### config.mk
export PLATFORM = sky130hd
export DESIGN_NAME = plb_ctl_flat
export DESIGN_NICKNAME = d
export VERILOG_FILES = /design/src/rtl/plb_pkg.sv /design/src/rtl/plb_link_if.sv /design/src/rtl/plb_ctl.sv /design/src/flat_wrapper.sv
export VERILOG_INCLUDE_DIRS = /design/src /design/src/rtl
export SDC_FILE = /design/constraint.sdc
export NUM_CORES = 1
export LEC_CHECK = 0
export BUFFER_PORTS_ARGS = -buffer_cell sky130_fd_sc_hd__buf_2
export CORE_MARGIN = 5
export CORE_UTILIZATION = 39
export CTS_BUF_LIST = sky130_fd_sc_hd__clkbuf_8
export DETAILED_ROUTE_END_ITERATION = 7
export GPL_ROUTABILITY_DRIVEN = 0
export PLACE_DENSITY = 0.71
export SYNTH_ARGS = -nofsm -noshare
export SYNTH_HDL_FRONTEND = slang
export SYNTH_SLANG_ARGS = --single-unit
### constraint.sdc
create_clock -name clk -period 5.7 [get_ports clk]
set_input_delay 0.285 -clock clk [delete_from_list [all_inputs] [get_ports clk]]
set_output_delay 0.285 -clock clk [all_outputs]
set_load 0.02 [all_outputs]
### src/rtl/plb_defines.svh
// constants of the loopback control block: register offsets, field positions, reset and program values
// assumes it is included by bare name wherever a constant is needed
`ifndef PLB_DEFINES_SVH
`define PLB_DEFINES_SVH
// ************************************************************
// management register offsets, standard space
// ************************************************************
`define PLB_REG_BC 5'h00
`define PLB_REG_ADV 5'h04
`define PLB_REG_MS 5'h09
`define PLB_REG_RLB 5'h11
`define PLB_REG_EXT 5'h12
`define PLB_REG_STAT 5'h1f
// ************************************************************
// tuning registers of the vendor space
// ************************************************************
`define PLB_TUNE_15 5'h15
`define PLB_TUNE_16 5'h16
`define PLB_TUNE_18 5'h18
`define PLB_TUNE_1B 5'h1b
// ************************************************************
// field positions
// ************************************************************
`define PLB_BC_LOOP 14
`define PLB_BC_SPD6 6
`define PLB_BC_SPD13 13
`define PLB_BC_AN 12
`define PLB_BC_FD 8
`define PLB_MS_MAN 12
`define PLB_MS_MASTER 11
`define PLB_RLB_EN 8
`define PLB_EXT_EN 0
`define PLB_ST_NEAR 0
`define PLB_ST_FAR 1
`define PLB_ST_EXT 2
`define PLB_ST_LINK 3
`define PLB_ST_SPD 4
// ************************************************************
// reset and program values
// ************************************************************
`define PLB_BC_RST 16'h1140
`define PLB_ADV_VAL 16'h01e1
`define PLB_TUNE_VAL 16'heeee
`define PLB_BC_EXT1000 16'h0140
`define PLB_IDLE_BYTE 8'h00
// ************************************************************
// controller user registers and control fields
// ************************************************************
`define PLB_H_CTRL 2'h0
`define PLB_H_STAT 2'h1
`define PLB_H_RDCMD 2'h2
`define PLB_H_RDDATA 2'h3
`define PLB_C_AN 4
`define PLB_C_GO 15
`define PLB_RC_MMD 5
`endif

### src/rtl/plb_pkg.sv
// types and shared helpers of the loopback control block
// assumes plb_defines.svh is on the include path
`include "plb_defines.svh"
package plb_pkg;
  typedef enum logic [1:0] {PLB_NEAR, PLB_FAR, PLB_EXT, PLB_OFF} plb_mode_t;
  typedef enum logic [1:0] {PLB_S10, PLB_S100, PLB_S1000, PLB_SRSV} plb_speed_t;
  typedef enum logic [1:0] {PLB_IDLE, PLB_STEP, PLB_RD, PLB_CAP} plb_state_t;
  typedef struct packed {
    logic valid;
    logic wait_link;
    logic mmd;
    logic [4:0] addr;
    logic [15:0] data;
  } plb_op_t;

  function automatic logic [15:0] plb_bit(input int n);
    plb_bit = 16'h0001 << n;
  endfunction : plb_bit

  // bit 6 is the high bit of the pattern, bit 13 the low bit
  function automatic plb_speed_t plb_speed(input logic [15:0] bc);
    plb_speed = plb_speed_t'({bc[`PLB_BC_SPD6], bc[`PLB_BC_SPD13]});
  endfunction : plb_speed

  function automatic logic [15:0] plb_spd_bits(input plb_speed_t s);
    plb_spd_bits = (s == PLB_S1000) ? plb_bit(`PLB_BC_SPD6) :
                   (s == PLB_S100) ? plb_bit(`PLB_BC_SPD13) : 16'h0000;
  endfunction : plb_spd_bits
endpackage : plb_pkg

### src/rtl/plb_link_if.sv
// carrier between the transceiver end and the controller/mac end
// assumes one clock for all signals; line signals are driven by the link partner model
`timescale 1ns/1ps
interface plb_link_if (
  input wire logic clk
);
  logic [4:0] mgmt_addr;
  logic mgmt_mmd;
  logic [15:0] mgmt_wdata;
  logic mgmt_we;
  logic mgmt_re;
  logic [15:0] mgmt_rdata;
  logic [7:0] mac_tx_data;
  logic mac_tx_en;
  logic [7:0] mac_rx_data;
  logic mac_rx_dv;
  logic [7:0] line_rx_data;
  logic line_rx_dv;
  logic [7:0] line_tx_data;
  logic line_tx_en;
  logic line_an_1000fd;

  modport phy (
    input mgmt_addr, mgmt_mmd, mgmt_wdata, mgmt_we, mgmt_re,
    output mgmt_rdata,
    input mac_tx_data, mac_tx_en,
    output mac_rx_data, mac_rx_dv,
    input line_rx_data, line_rx_dv, line_an_1000fd,
    output line_tx_data, line_tx_en
  );
  modport mac (
    output mgmt_addr, mgmt_mmd, mgmt_wdata, mgmt_we, mgmt_re,
    input mgmt_rdata,
    output mac_tx_data, mac_tx_en,
    input mac_rx_data, mac_rx_dv
  );
endinterface : plb_link_if

### src/rtl/plb_ctl.sv
// controller end: sequences the management writes for each loopback mode and carries the mac stream
// assumes the transceiver end answers a management read one cycle after the read strobe
//
// Summary of operation
// - near-end wrap at every speed, full duplex
// - near-end returns mac frames to mac
// - write eeee to four tuning registers first
// - set basic control bit 14 for near-end
// - bits 6 and 13 select the speed
// - forced modes: negotiation off, full duplex on
// - gigabit near-end: manual config, slave role
// - far-end wrap only at gigabit full duplex
// - far-end enabled by remote loopback bit 8
// - far-end may use negotiated gigabit link instead
// - connector loopback works at every speed
// - connector mode set via control, advertisement, master-slave
// - gigabit connector: 0140h, master, then enable
`timescale 1ns/1ps
`include "plb_defines.svh"
module plb_ctl (
  input wire logic clk,
  input wire logic arst_n,
  input wire logic ce,
  input wire logic [1:0] addr,
  input wire logic [15:0] wdata,
  input wire logic we,
  input wire logic re,
  output logic [15:0] rdata,
  input wire logic [7:0] tx_data,
  input wire logic tx_en,
  output logic [7:0] rx_data,
  output logic rx_dv,
  plb_link_if.mac lnk
);
  plb_pkg::plb_state_t st_r, st_nxt;
  plb_pkg::plb_mode_t mode_r, mode_nxt;
  plb_pkg::plb_speed_t spd_r, spd_nxt;
  logic an_r, an_nxt;
  logic [2:0] idx_r, idx_nxt;
  logic done_r, done_nxt;
  logic usr_rd_r, usr_rd_nxt;
  logic rd_valid_r, rd_valid_nxt;
  logic [15:0] rd_data_r, rd_data_nxt;
  logic [15:0] rdata_r, rdata_nxt;
  logic [4:0] m_addr_r, m_addr_nxt;
  logic m_mmd_r, m_mmd_nxt;
  logic [15:0] m_wdata_r, m_wdata_nxt;
  logic m_we_r, m_we_nxt;
  logic m_re_r, m_re_nxt;
  logic [7:0] tx_data_r, rx_data_r;
  logic tx_en_r, rx_dv_r;
  plb_pkg::plb_op_t op;

  // ************************************************************
  // program of management accesses for one mode
  // ************************************************************
  function automatic plb_pkg::plb_op_t op_of(input plb_pkg::plb_mode_t m, input plb_pkg::plb_speed_t s,
                                             input logic an, input logic [2:0] i);
    plb_pkg::plb_op_t o;
    logic g;
    logic [15:0] sb;
    o = '0;
    g = (s == plb_pkg::PLB_S1000);
    sb = plb_pkg::plb_spd_bits(s);
    o.valid = 1'b1;
    o.addr = `PLB_REG_BC;
    case (m)
      plb_pkg::PLB_NEAR: begin
        o.mmd = (i < 3'h4);
        o.data = `PLB_TUNE_VAL;
        case (i)
          3'h0: o.addr = `PLB_TUNE_15;
          3'h1: o.addr = `PLB_TUNE_16;
          3'h2: o.addr = `PLB_TUNE_18;
          3'h3: o.addr = `PLB_TUNE_1B;
          // loop on, speed pattern, negotiation off, full duplex
          3'h4: o.data = plb_pkg::plb_bit(`PLB_BC_LOOP) | sb | plb_pkg::plb_bit(`PLB_BC_FD);
          3'h5: begin
            o.valid = g;
            o.addr = `PLB_REG_MS;
            o.data = plb_pkg::plb_bit(`PLB_MS_MAN); // manual, role bit left clear for slave
          end
          default: o.valid = 1'b0;
        endcase
      end
      plb_pkg::PLB_FAR: begin
        case (an ? i : i + 3'h1)
          // negotiation on and wait for a gigabit full duplex link
          3'h0: o.data = plb_pkg::plb_bit(`PLB_BC_AN) | plb_pkg::plb_bit(`PLB_BC_SPD6) | plb_pkg::plb_bit(`PLB_BC_FD);
          3'h1: begin
            if (an) begin
              o.wait_link = 1'b1;
              o.addr = `PLB_REG_STAT;
            end else begin
              o.data = plb_pkg::plb_bit(`PLB_BC_SPD6) | plb_pkg::plb_bit(`PLB_BC_FD);
            end
          end
          3'h2: begin
            o.addr = `PLB_REG_RLB;
            o.data = plb_pkg::plb_bit(`PLB_RLB_EN); // only after gigabit full duplex is set
          end
          default: o.valid = 1'b0;
        endcase
      end
      plb_pkg::PLB_EXT: begin
        case (i)
          3'h0: begin
            o.addr = g ? `PLB_REG_BC : `PLB_REG_ADV;
            o.data = g ? `PLB_BC_EXT1000 : `PLB_ADV_VAL;
          end
          3'h1: begin
            o.addr = g ? `PLB_REG_MS : `PLB_REG_BC;
            // manual master in gigabit, else the chosen speed at full duplex
            o.data = g ? (plb_pkg::plb_bit(`PLB_MS_MAN) | plb_pkg::plb_bit(`PLB_MS_MASTER))
                       : (sb | plb_pkg::plb_bit(`PLB_BC_FD));
          end
          3'h2: begin
            o.addr = `PLB_REG_EXT;
            o.data = plb_pkg::plb_bit(`PLB_EXT_EN); // last of the ordered writes
          end
          default: o.valid = 1'b0;
        endcase
      end
      plb_pkg::PLB_OFF: begin
        case (i)
          3'h0: o.addr = `PLB_REG_RLB; // enables cleared first so no frame is wrapped
          3'h1: o.addr = `PLB_REG_EXT;
          3'h2: o.data = sb | plb_pkg::plb_bit(`PLB_BC_FD); // loop bit clear
          default: o.valid = 1'b0;
        endcase
      end
      default: o.valid = 1'b0;
    endcase
    op_of = o;
  endfunction : op_of

  // ************************************************************
  // sequencer and user registers, next values
  // ************************************************************
  always_comb begin
    st_nxt = st_r;
    mode_nxt = mode_r;
    spd_nxt = spd_r;
    an_nxt = an_r;
    idx_nxt = idx_r;
    done_nxt = done_r;
    usr_rd_nxt = usr_rd_r;
    rd_valid_nxt = rd_valid_r;
    rd_data_nxt = rd_data_r;
    rdata_nxt = 16'h0000;
    m_addr_nxt = m_addr_r;
    m_mmd_nxt = m_mmd_r;
    m_wdata_nxt = m_wdata_r;
    m_we_nxt = 1'b0;
    m_re_nxt = 1'b0;
    op = op_of(mode_r, spd_r, an_r, idx_r);
    case (st_r)
      plb_pkg::PLB_IDLE: begin
        // commands while busy are dropped, so a running sequence keeps its order
        if (we && addr == `PLB_H_CTRL && wdata[`PLB_C_GO]) begin
          mode_nxt = plb_pkg::plb_mode_t'(wdata[1:0]);
          spd_nxt = plb_pkg::plb_speed_t'(wdata[3:2]);
          an_nxt = wdata[`PLB_C_AN];
          idx_nxt = 3'h0;
          done_nxt = 1'b0;
          st_nxt = plb_pkg::PLB_STEP;
        end else if (we && addr == `PLB_H_RDCMD) begin
          usr_rd_nxt = 1'b1;
          rd_valid_nxt = 1'b0;
          m_addr_nxt = wdata[4:0];
          m_mmd_nxt = wdata[`PLB_RC_MMD];
          m_re_nxt = 1'b1;
          st_nxt = plb_pkg::PLB_RD;
        end
      end
      plb_pkg::PLB_STEP: begin
        m_addr_nxt = op.addr;
        m_mmd_nxt = op.mmd;
        m_wdata_nxt = op.data;
        if (!op.valid) begin
          done_nxt = 1'b1;
          st_nxt = plb_pkg::PLB_IDLE;
        end else if (op.wait_link) begin
          m_re_nxt = 1'b1;
          st_nxt = plb_pkg::PLB_RD;
        end else begin
          m_we_nxt = 1'b1; // one write per cycle, in table order
          idx_nxt = idx_r + 3'h1;
        end
      end
      plb_pkg::PLB_RD: st_nxt = plb_pkg::PLB_CAP;
      plb_pkg::PLB_CAP: begin
        if (usr_rd_r) begin
          usr_rd_nxt = 1'b0;
          rd_valid_nxt = 1'b1;
          rd_data_nxt = lnk.mgmt_rdata;
          st_nxt = plb_pkg::PLB_IDLE;
        end else if (lnk.mgmt_rdata[`PLB_ST_LINK]) begin
          idx_nxt = idx_r + 3'h1; // link is up, go on to the enable
          st_nxt = plb_pkg::PLB_STEP;
        end else begin
          m_re_nxt = 1'b1; // poll again, no time limit
          st_nxt = plb_pkg::PLB_RD;
        end
      end
      default: st_nxt = plb_pkg::PLB_IDLE;
    endcase
    if (re) begin
      case (addr)
        `PLB_H_CTRL: rdata_nxt = {11'h000, an_r, 4'h0} | {12'h000, spd_r, mode_r};
        `PLB_H_STAT: rdata_nxt = {13'h0000, rd_valid_r, done_r, st_r != plb_pkg::PLB_IDLE};
        `PLB_H_RDDATA: rdata_nxt = rd_data_r;
        default: rdata_nxt = 16'h0000;
      endcase
    end
  end

  // ************************************************************
  // state
  // ************************************************************
  always_ff @(posedge clk or negedge arst_n) begin
    if (!arst_n) begin
      st_r <= plb_pkg::PLB_IDLE;
      mode_r <= plb_pkg::PLB_OFF;
      spd_r <= plb_pkg::PLB_S1000;
      an_r <= 1'b0;
      idx_r <= 3'h0;
      done_r <= 1'b0;
      usr_rd_r <= 1'b0;
      rd_valid_r <= 1'b0;
      rd_data_r <= 16'h0000;
      rdata_r <= 16'h0000;
      m_addr_r <= 5'h00;
      m_mmd_r <= 1'b0;
      m_wdata_r <= 16'h0000;
      m_we_r <= 1'b0;
      m_re_r <= 1'b0;
      tx_data_r <= 8'h00;
      tx_en_r <= 1'b0;
      rx_data_r <= 8'h00;
      rx_dv_r <= 1'b0;
    end else if (ce) begin
      st_r <= st_nxt;
      mode_r <= mode_nxt;
      spd_r <= spd_nxt;
      an_r <= an_nxt;
      idx_r <= idx_nxt;
      done_r <= done_nxt;
      usr_rd_r <= usr_rd_nxt;
      rd_valid_r <= rd_valid_nxt;
      rd_data_r <= rd_data_nxt;
      rdata_r <= rdata_nxt;
      m_addr_r <= m_addr_nxt;
      m_mmd_r <= m_mmd_nxt;
      m_wdata_r <= m_wdata_nxt;
      m_we_r <= m_we_nxt;
      m_re_r <= m_re_nxt;
      tx_data_r <= tx_data;
      tx_en_r <= tx_en;
      rx_data_r <= lnk.mac_rx_data;
      rx_dv_r <= lnk.mac_rx_dv;
    end
  end

  assign rdata = rdata_r;
  assign rx_data = rx_data_r;
  assign rx_dv = rx_dv_r;
  assign lnk.mgmt_addr = m_addr_r;
  assign lnk.mgmt_mmd = m_mmd_r;
  assign lnk.mgmt_wdata = m_wdata_r;
  assign lnk.mgmt_we = m_we_r;
  assign lnk.mgmt_re = m_re_r;
  assign lnk.mac_tx_data = tx_data_r;
  assign lnk.mac_tx_en = tx_en_r;
endmodule : plb_ctl

### src/flat_wrapper.sv
// flat-port wrapper written by rule: the top's interface ports become plain ports
module plb_ctl_flat 
  (clk, arst_n, ce, addr, wdata, we, re, rdata, tx_data, tx_en, rx_data, rx_dv, lnk_mgmt_addr, lnk_mgmt_mmd, lnk_mgmt_wdata, lnk_mgmt_we, lnk_mgmt_re, lnk_mgmt_rdata, lnk_mac_tx_data, lnk_mac_tx_en, lnk_mac_rx_data, lnk_mac_rx_dv);
  plb_link_if lnk_i (.clk(clk));
  input wire logic clk;
  input wire logic arst_n;
  input wire logic ce;
  input wire logic [1:0] addr;
  input wire logic [15:0] wdata;
  input wire logic we;
  input wire logic re;
  output logic [15:0] rdata;
  input wire logic [7:0] tx_data;
  input wire logic tx_en;
  output logic [7:0] rx_data;
  output logic rx_dv;
  output wire logic [$bits(lnk_i.mgmt_addr)-1:0] lnk_mgmt_addr;
  output wire logic [$bits(lnk_i.mgmt_mmd)-1:0] lnk_mgmt_mmd;
  output wire logic [$bits(lnk_i.mgmt_wdata)-1:0] lnk_mgmt_wdata;
  output wire logic [$bits(lnk_i.mgmt_we)-1:0] lnk_mgmt_we;
  output wire logic [$bits(lnk_i.mgmt_re)-1:0] lnk_mgmt_re;
  input wire logic [$bits(lnk_i.mgmt_rdata)-1:0] lnk_mgmt_rdata;
  output wire logic [$bits(lnk_i.mac_tx_data)-1:0] lnk_mac_tx_data;
  output wire logic [$bits(lnk_i.mac_tx_en)-1:0] lnk_mac_tx_en;
  input wire logic [$bits(lnk_i.mac_rx_data)-1:0] lnk_mac_rx_data;
  input wire logic [$bits(lnk_i.mac_rx_dv)-1:0] lnk_mac_rx_dv;
  assign lnk_mgmt_addr = lnk_i.mgmt_addr;
  assign lnk_mgmt_mmd = lnk_i.mgmt_mmd;
  assign lnk_mgmt_wdata = lnk_i.mgmt_wdata;
  assign lnk_mgmt_we = lnk_i.mgmt_we;
  assign lnk_mgmt_re = lnk_i.mgmt_re;
  assign lnk_i.mgmt_rdata = lnk_mgmt_rdata;
  assign lnk_mac_tx_data = lnk_i.mac_tx_data;
  assign lnk_mac_tx_en = lnk_i.mac_tx_en;
  assign lnk_i.mac_rx_data = lnk_mac_rx_data;
  assign lnk_i.mac_rx_dv = lnk_mac_rx_dv;
  plb_ctl u_core (.clk(clk), .arst_n(arst_n), .ce(ce), .addr(addr), .wdata(wdata), .we(we), .re(re), .rdata(rdata), .tx_data(tx_data), .tx_en(tx_en), .rx_data(rx_data), .rx_dv(rx_dv), .lnk(lnk_i));
endmodule
==> impl_metrics.tcl <==
set metrics [dict create \
    dr.pass1.iters 4 \
    synth_cells 385 \
    die-area_um2 12310 \
    hold_buffers 0 \
    root_buffer "clkbuf_8" \
    synth_top_area_share_pct 48.47 \
    hp-class "primary input to async pin" \
    yosysMostFrequentCell "dfrtp_1" \
    finalPower_mw 2.325 \
    crit_buf_inv 1 \
    synthFlopType "dfrtp_1" \
    swShare_pct 42.73 \
    crit_chain "inv_1 -> ha_1 -> nand3b_1 -> o31a_1 -> nor3b_2 -> o31ai_4 -> or4b_1 -> o311ai_1" \
    drv_slew 0 \
    grt_pass1_wl_mm 15.25 \
    leakagePower_nw 2.174 \
    pwr-share-clk_pct 17.2 \
    grt_antenna_before_repair 0 \
    yosys-top-cells-count "dfrtp_1, nand2_1, mux2_2" \
    vias 3137 \
    fin_cells 607 \
    grt_setup_unrepaired "false" \
    ys_seq_area_share_pct 50.46 \
    placedCellCount 591 \
    yosys_warnings 0 \
    post-route-util_pct 47.22 \
    layout_setup_ws_ns 3.050 \
    syn-num-nets 447 \
    cp.arrival_ns 2.90 \
    drive_gt1_share_pct 35.86 \
    grt_pass1_vias 3055 \
    dr_wl_met2_mm 4.540 \
    switchingPower_mw 0.9934 \
    dp_hpwl_mm 6.755 \
    crit_family "simple AND/OR/NAND/NOR gates" \
    n_antenna_cell 0 \
    finClkSkew_ns 0.01242 \
    max_slew_margin_pct 25.47 \
    portBuffers 104 \
    seqPwrFrac_pct 40.3 \
    hold-worst-slack_ns 0.09102 \
    p_int_mw 1.332 \
    die_y_um 111.0 \
    place_ws_ns 2.982 \
    ant_nets 0 \
    hold_viol_final 0 \
    grt_usage_pct 14.95 \
    fin_area_um2 4658 \
    wirelength_mm 9.372 \
    clkTransAtPathRegs_ns 0.09 \
    cts-resized-gates 0 \
    cp-end-kind "register" \
    cap_violations 0 \
    ios 115 \
    fin_tns_setup_ns 0 \
    postCtsSetupBuffers 0 \
    max_freq_ghz 0.3773 \
    startpoint_type "register" \
    synthArstFlopShare_pct 100.0 \
    cp.required_ns 5.95 \
    numClockSinks 80 \
    syn_area_per_cell_um2 10.32 \
    yosysUniqueCellTypes 53 \
    wl_met3_um 761 \
    clock_latency_ns 0.35 \
    drc 0 \
    synthesis.area_um2 3975 \
    cts_made_buffers 9 \
    routedWlPerCell_um 15.44 \
    grt_max_degree 81 \
    fin_crit_ns 2.650 \
    drt_iter0_drc 215 \
    worst-slew-pin-transition_ns 1.106 \
    cp_max_fo 17 \
    period_share_pct 46.50 \
    power_frac_comb_pct 42.5 \
    peakVddDrop_mv 0.2076 \
    critical_path_class "register to register" \
    max_stage_delay_ns 0.67 \
    outcome "completed" \
    drt-met1-wl_mm 3.976 \
    row_count 36 \
    overflow 0 \
    r2r-end "u_core.idx_r[1]" \
    ys_top_cells_by_area "dfrtp_1, mux2_2, nand2_1" \
    timing.reg2reg.setup_slack_ns 3.05 \
    die_w_um 111.0 \
    core_um2 9864 \
    area_growth_pct 17.19 \
    start_util_pct 40.30 \
    finalSetupViolCount 0 \
    highest_layer "met4" \
    h-tree-depth 3 \
    cts_max_path_buffers 2 \
    synth.ff_latch_count 80 \
    slowest_stage "dfrtp_1" \
    synth_edf_count 0 \
    cts_tree "built" \
    place_area_um2 4471 \
    synth_top_area_cell "dfrtp_1" \
    r2r-start "u_core.idx_r[2]" \
    reg2reg_depth 8 \
    layout.nets 531 \
    p_per_area_nw_per_um2 499.1 \
    viasPerCell 5.168 \
]
worst max-delay path by stage:
stage / from / to / slack, ns / cells past startpoint
after floorplan: u_core.idx_r[0] / u_core.idx_r[1] / 3.56 / 10
after global placement: ce / u_core.rd_data_r[13] / 3.08 / 3
after detailed placement: ce / u_core.rd_data_r[6] / 2.98 / 3
after CTS: u_core.idx_r[2] / u_core.idx_r[1] / 3.08 / 8
after global routing: u_core.idx_r[2] / u_core.idx_r[1] / 2.90 / 8
final: u_core.idx_r[2] / u_core.idx_r[1] / 3.05 / 8
placed cells by master (no fill, tap or decap), types with 3 or more instances in the layout:
cell / instances
o22ai_1: 7
nor2b_1: 3
buf_2: 103
inv_1: 28
nor3_1: 4
nand2b_1: 6
dfrtp_1: 77
a31oi_1: 9
clkbuf_8: 10
mux2i_1: 4
nor2_1: 22
o32ai_1: 5
and3_1: 3
nand3_1: 7
nand2_1: 43
mux2_2: 39
o21ai_0: 31
dfstp_2: 3
a21oi_1: 19
ha_1: 5
a22oi_1: 4
layout make-up:
class,count,area (um2)
timing repair buffer,104,523.0
inverter,29,108.9
multi-input combinational,245,1667
fill,951,5206
sequential,80,2006
tap,133,166.4
clock inverter,6,50.05
clock buffer,10,137.6
cells by family (layout without fill, tap and decap cells):
group / after synthesis / in the layout / share of synthesized area, %
xor gates and xnor gates: 1 / 1 / 0.2204
AOI/OAI and AO/OA: 96 / 96 / 16.09
adders and majority gates: 5 / 5 / 1.574
and+or+nand+nor: 99 / 99 / 11.90
other: 1 / 1 / 0.09434
muxes: 43 / 43 / 12.06
DFF: 80 / 80 / 50.46
buffers and inverters: 60 / 149 / 7.617
sequential cells by signal, summed over array words and instances (netlist names), 2 cells and up:
register,cells
u_core.lnk.mac_tx_data,8
u_core.st_r,2
u_core.rx_data,8
u_core.mode_r,2
u_core.lnk.mgmt_addr,5
u_core.spd_r,2
u_core.idx_r,3
u_core.rd_data_r,16
u_core.lnk.mgmt_wdata,9
u_core.rdata,16
power groups by stage:
stage               sequential (mW)  combinational (mW)  clock (mW)
finish                        0.937               0.988       0.401
CTS                           0.934               0.989       0.413
global placement              0.932               0.965           0
global route                  0.965                1.09       0.434
floorplan                     0.946               0.757           0
detailed placement            0.945               0.985           0
routing by layer:
layer  vias up  track usage (%)
met1      1504            19.06
li1       1510                -
met5         -                0
met3         7            4.694
met4         0            3.202
met2       116            25.00
No activity file was read; power rests on OpenSTA's default activity.
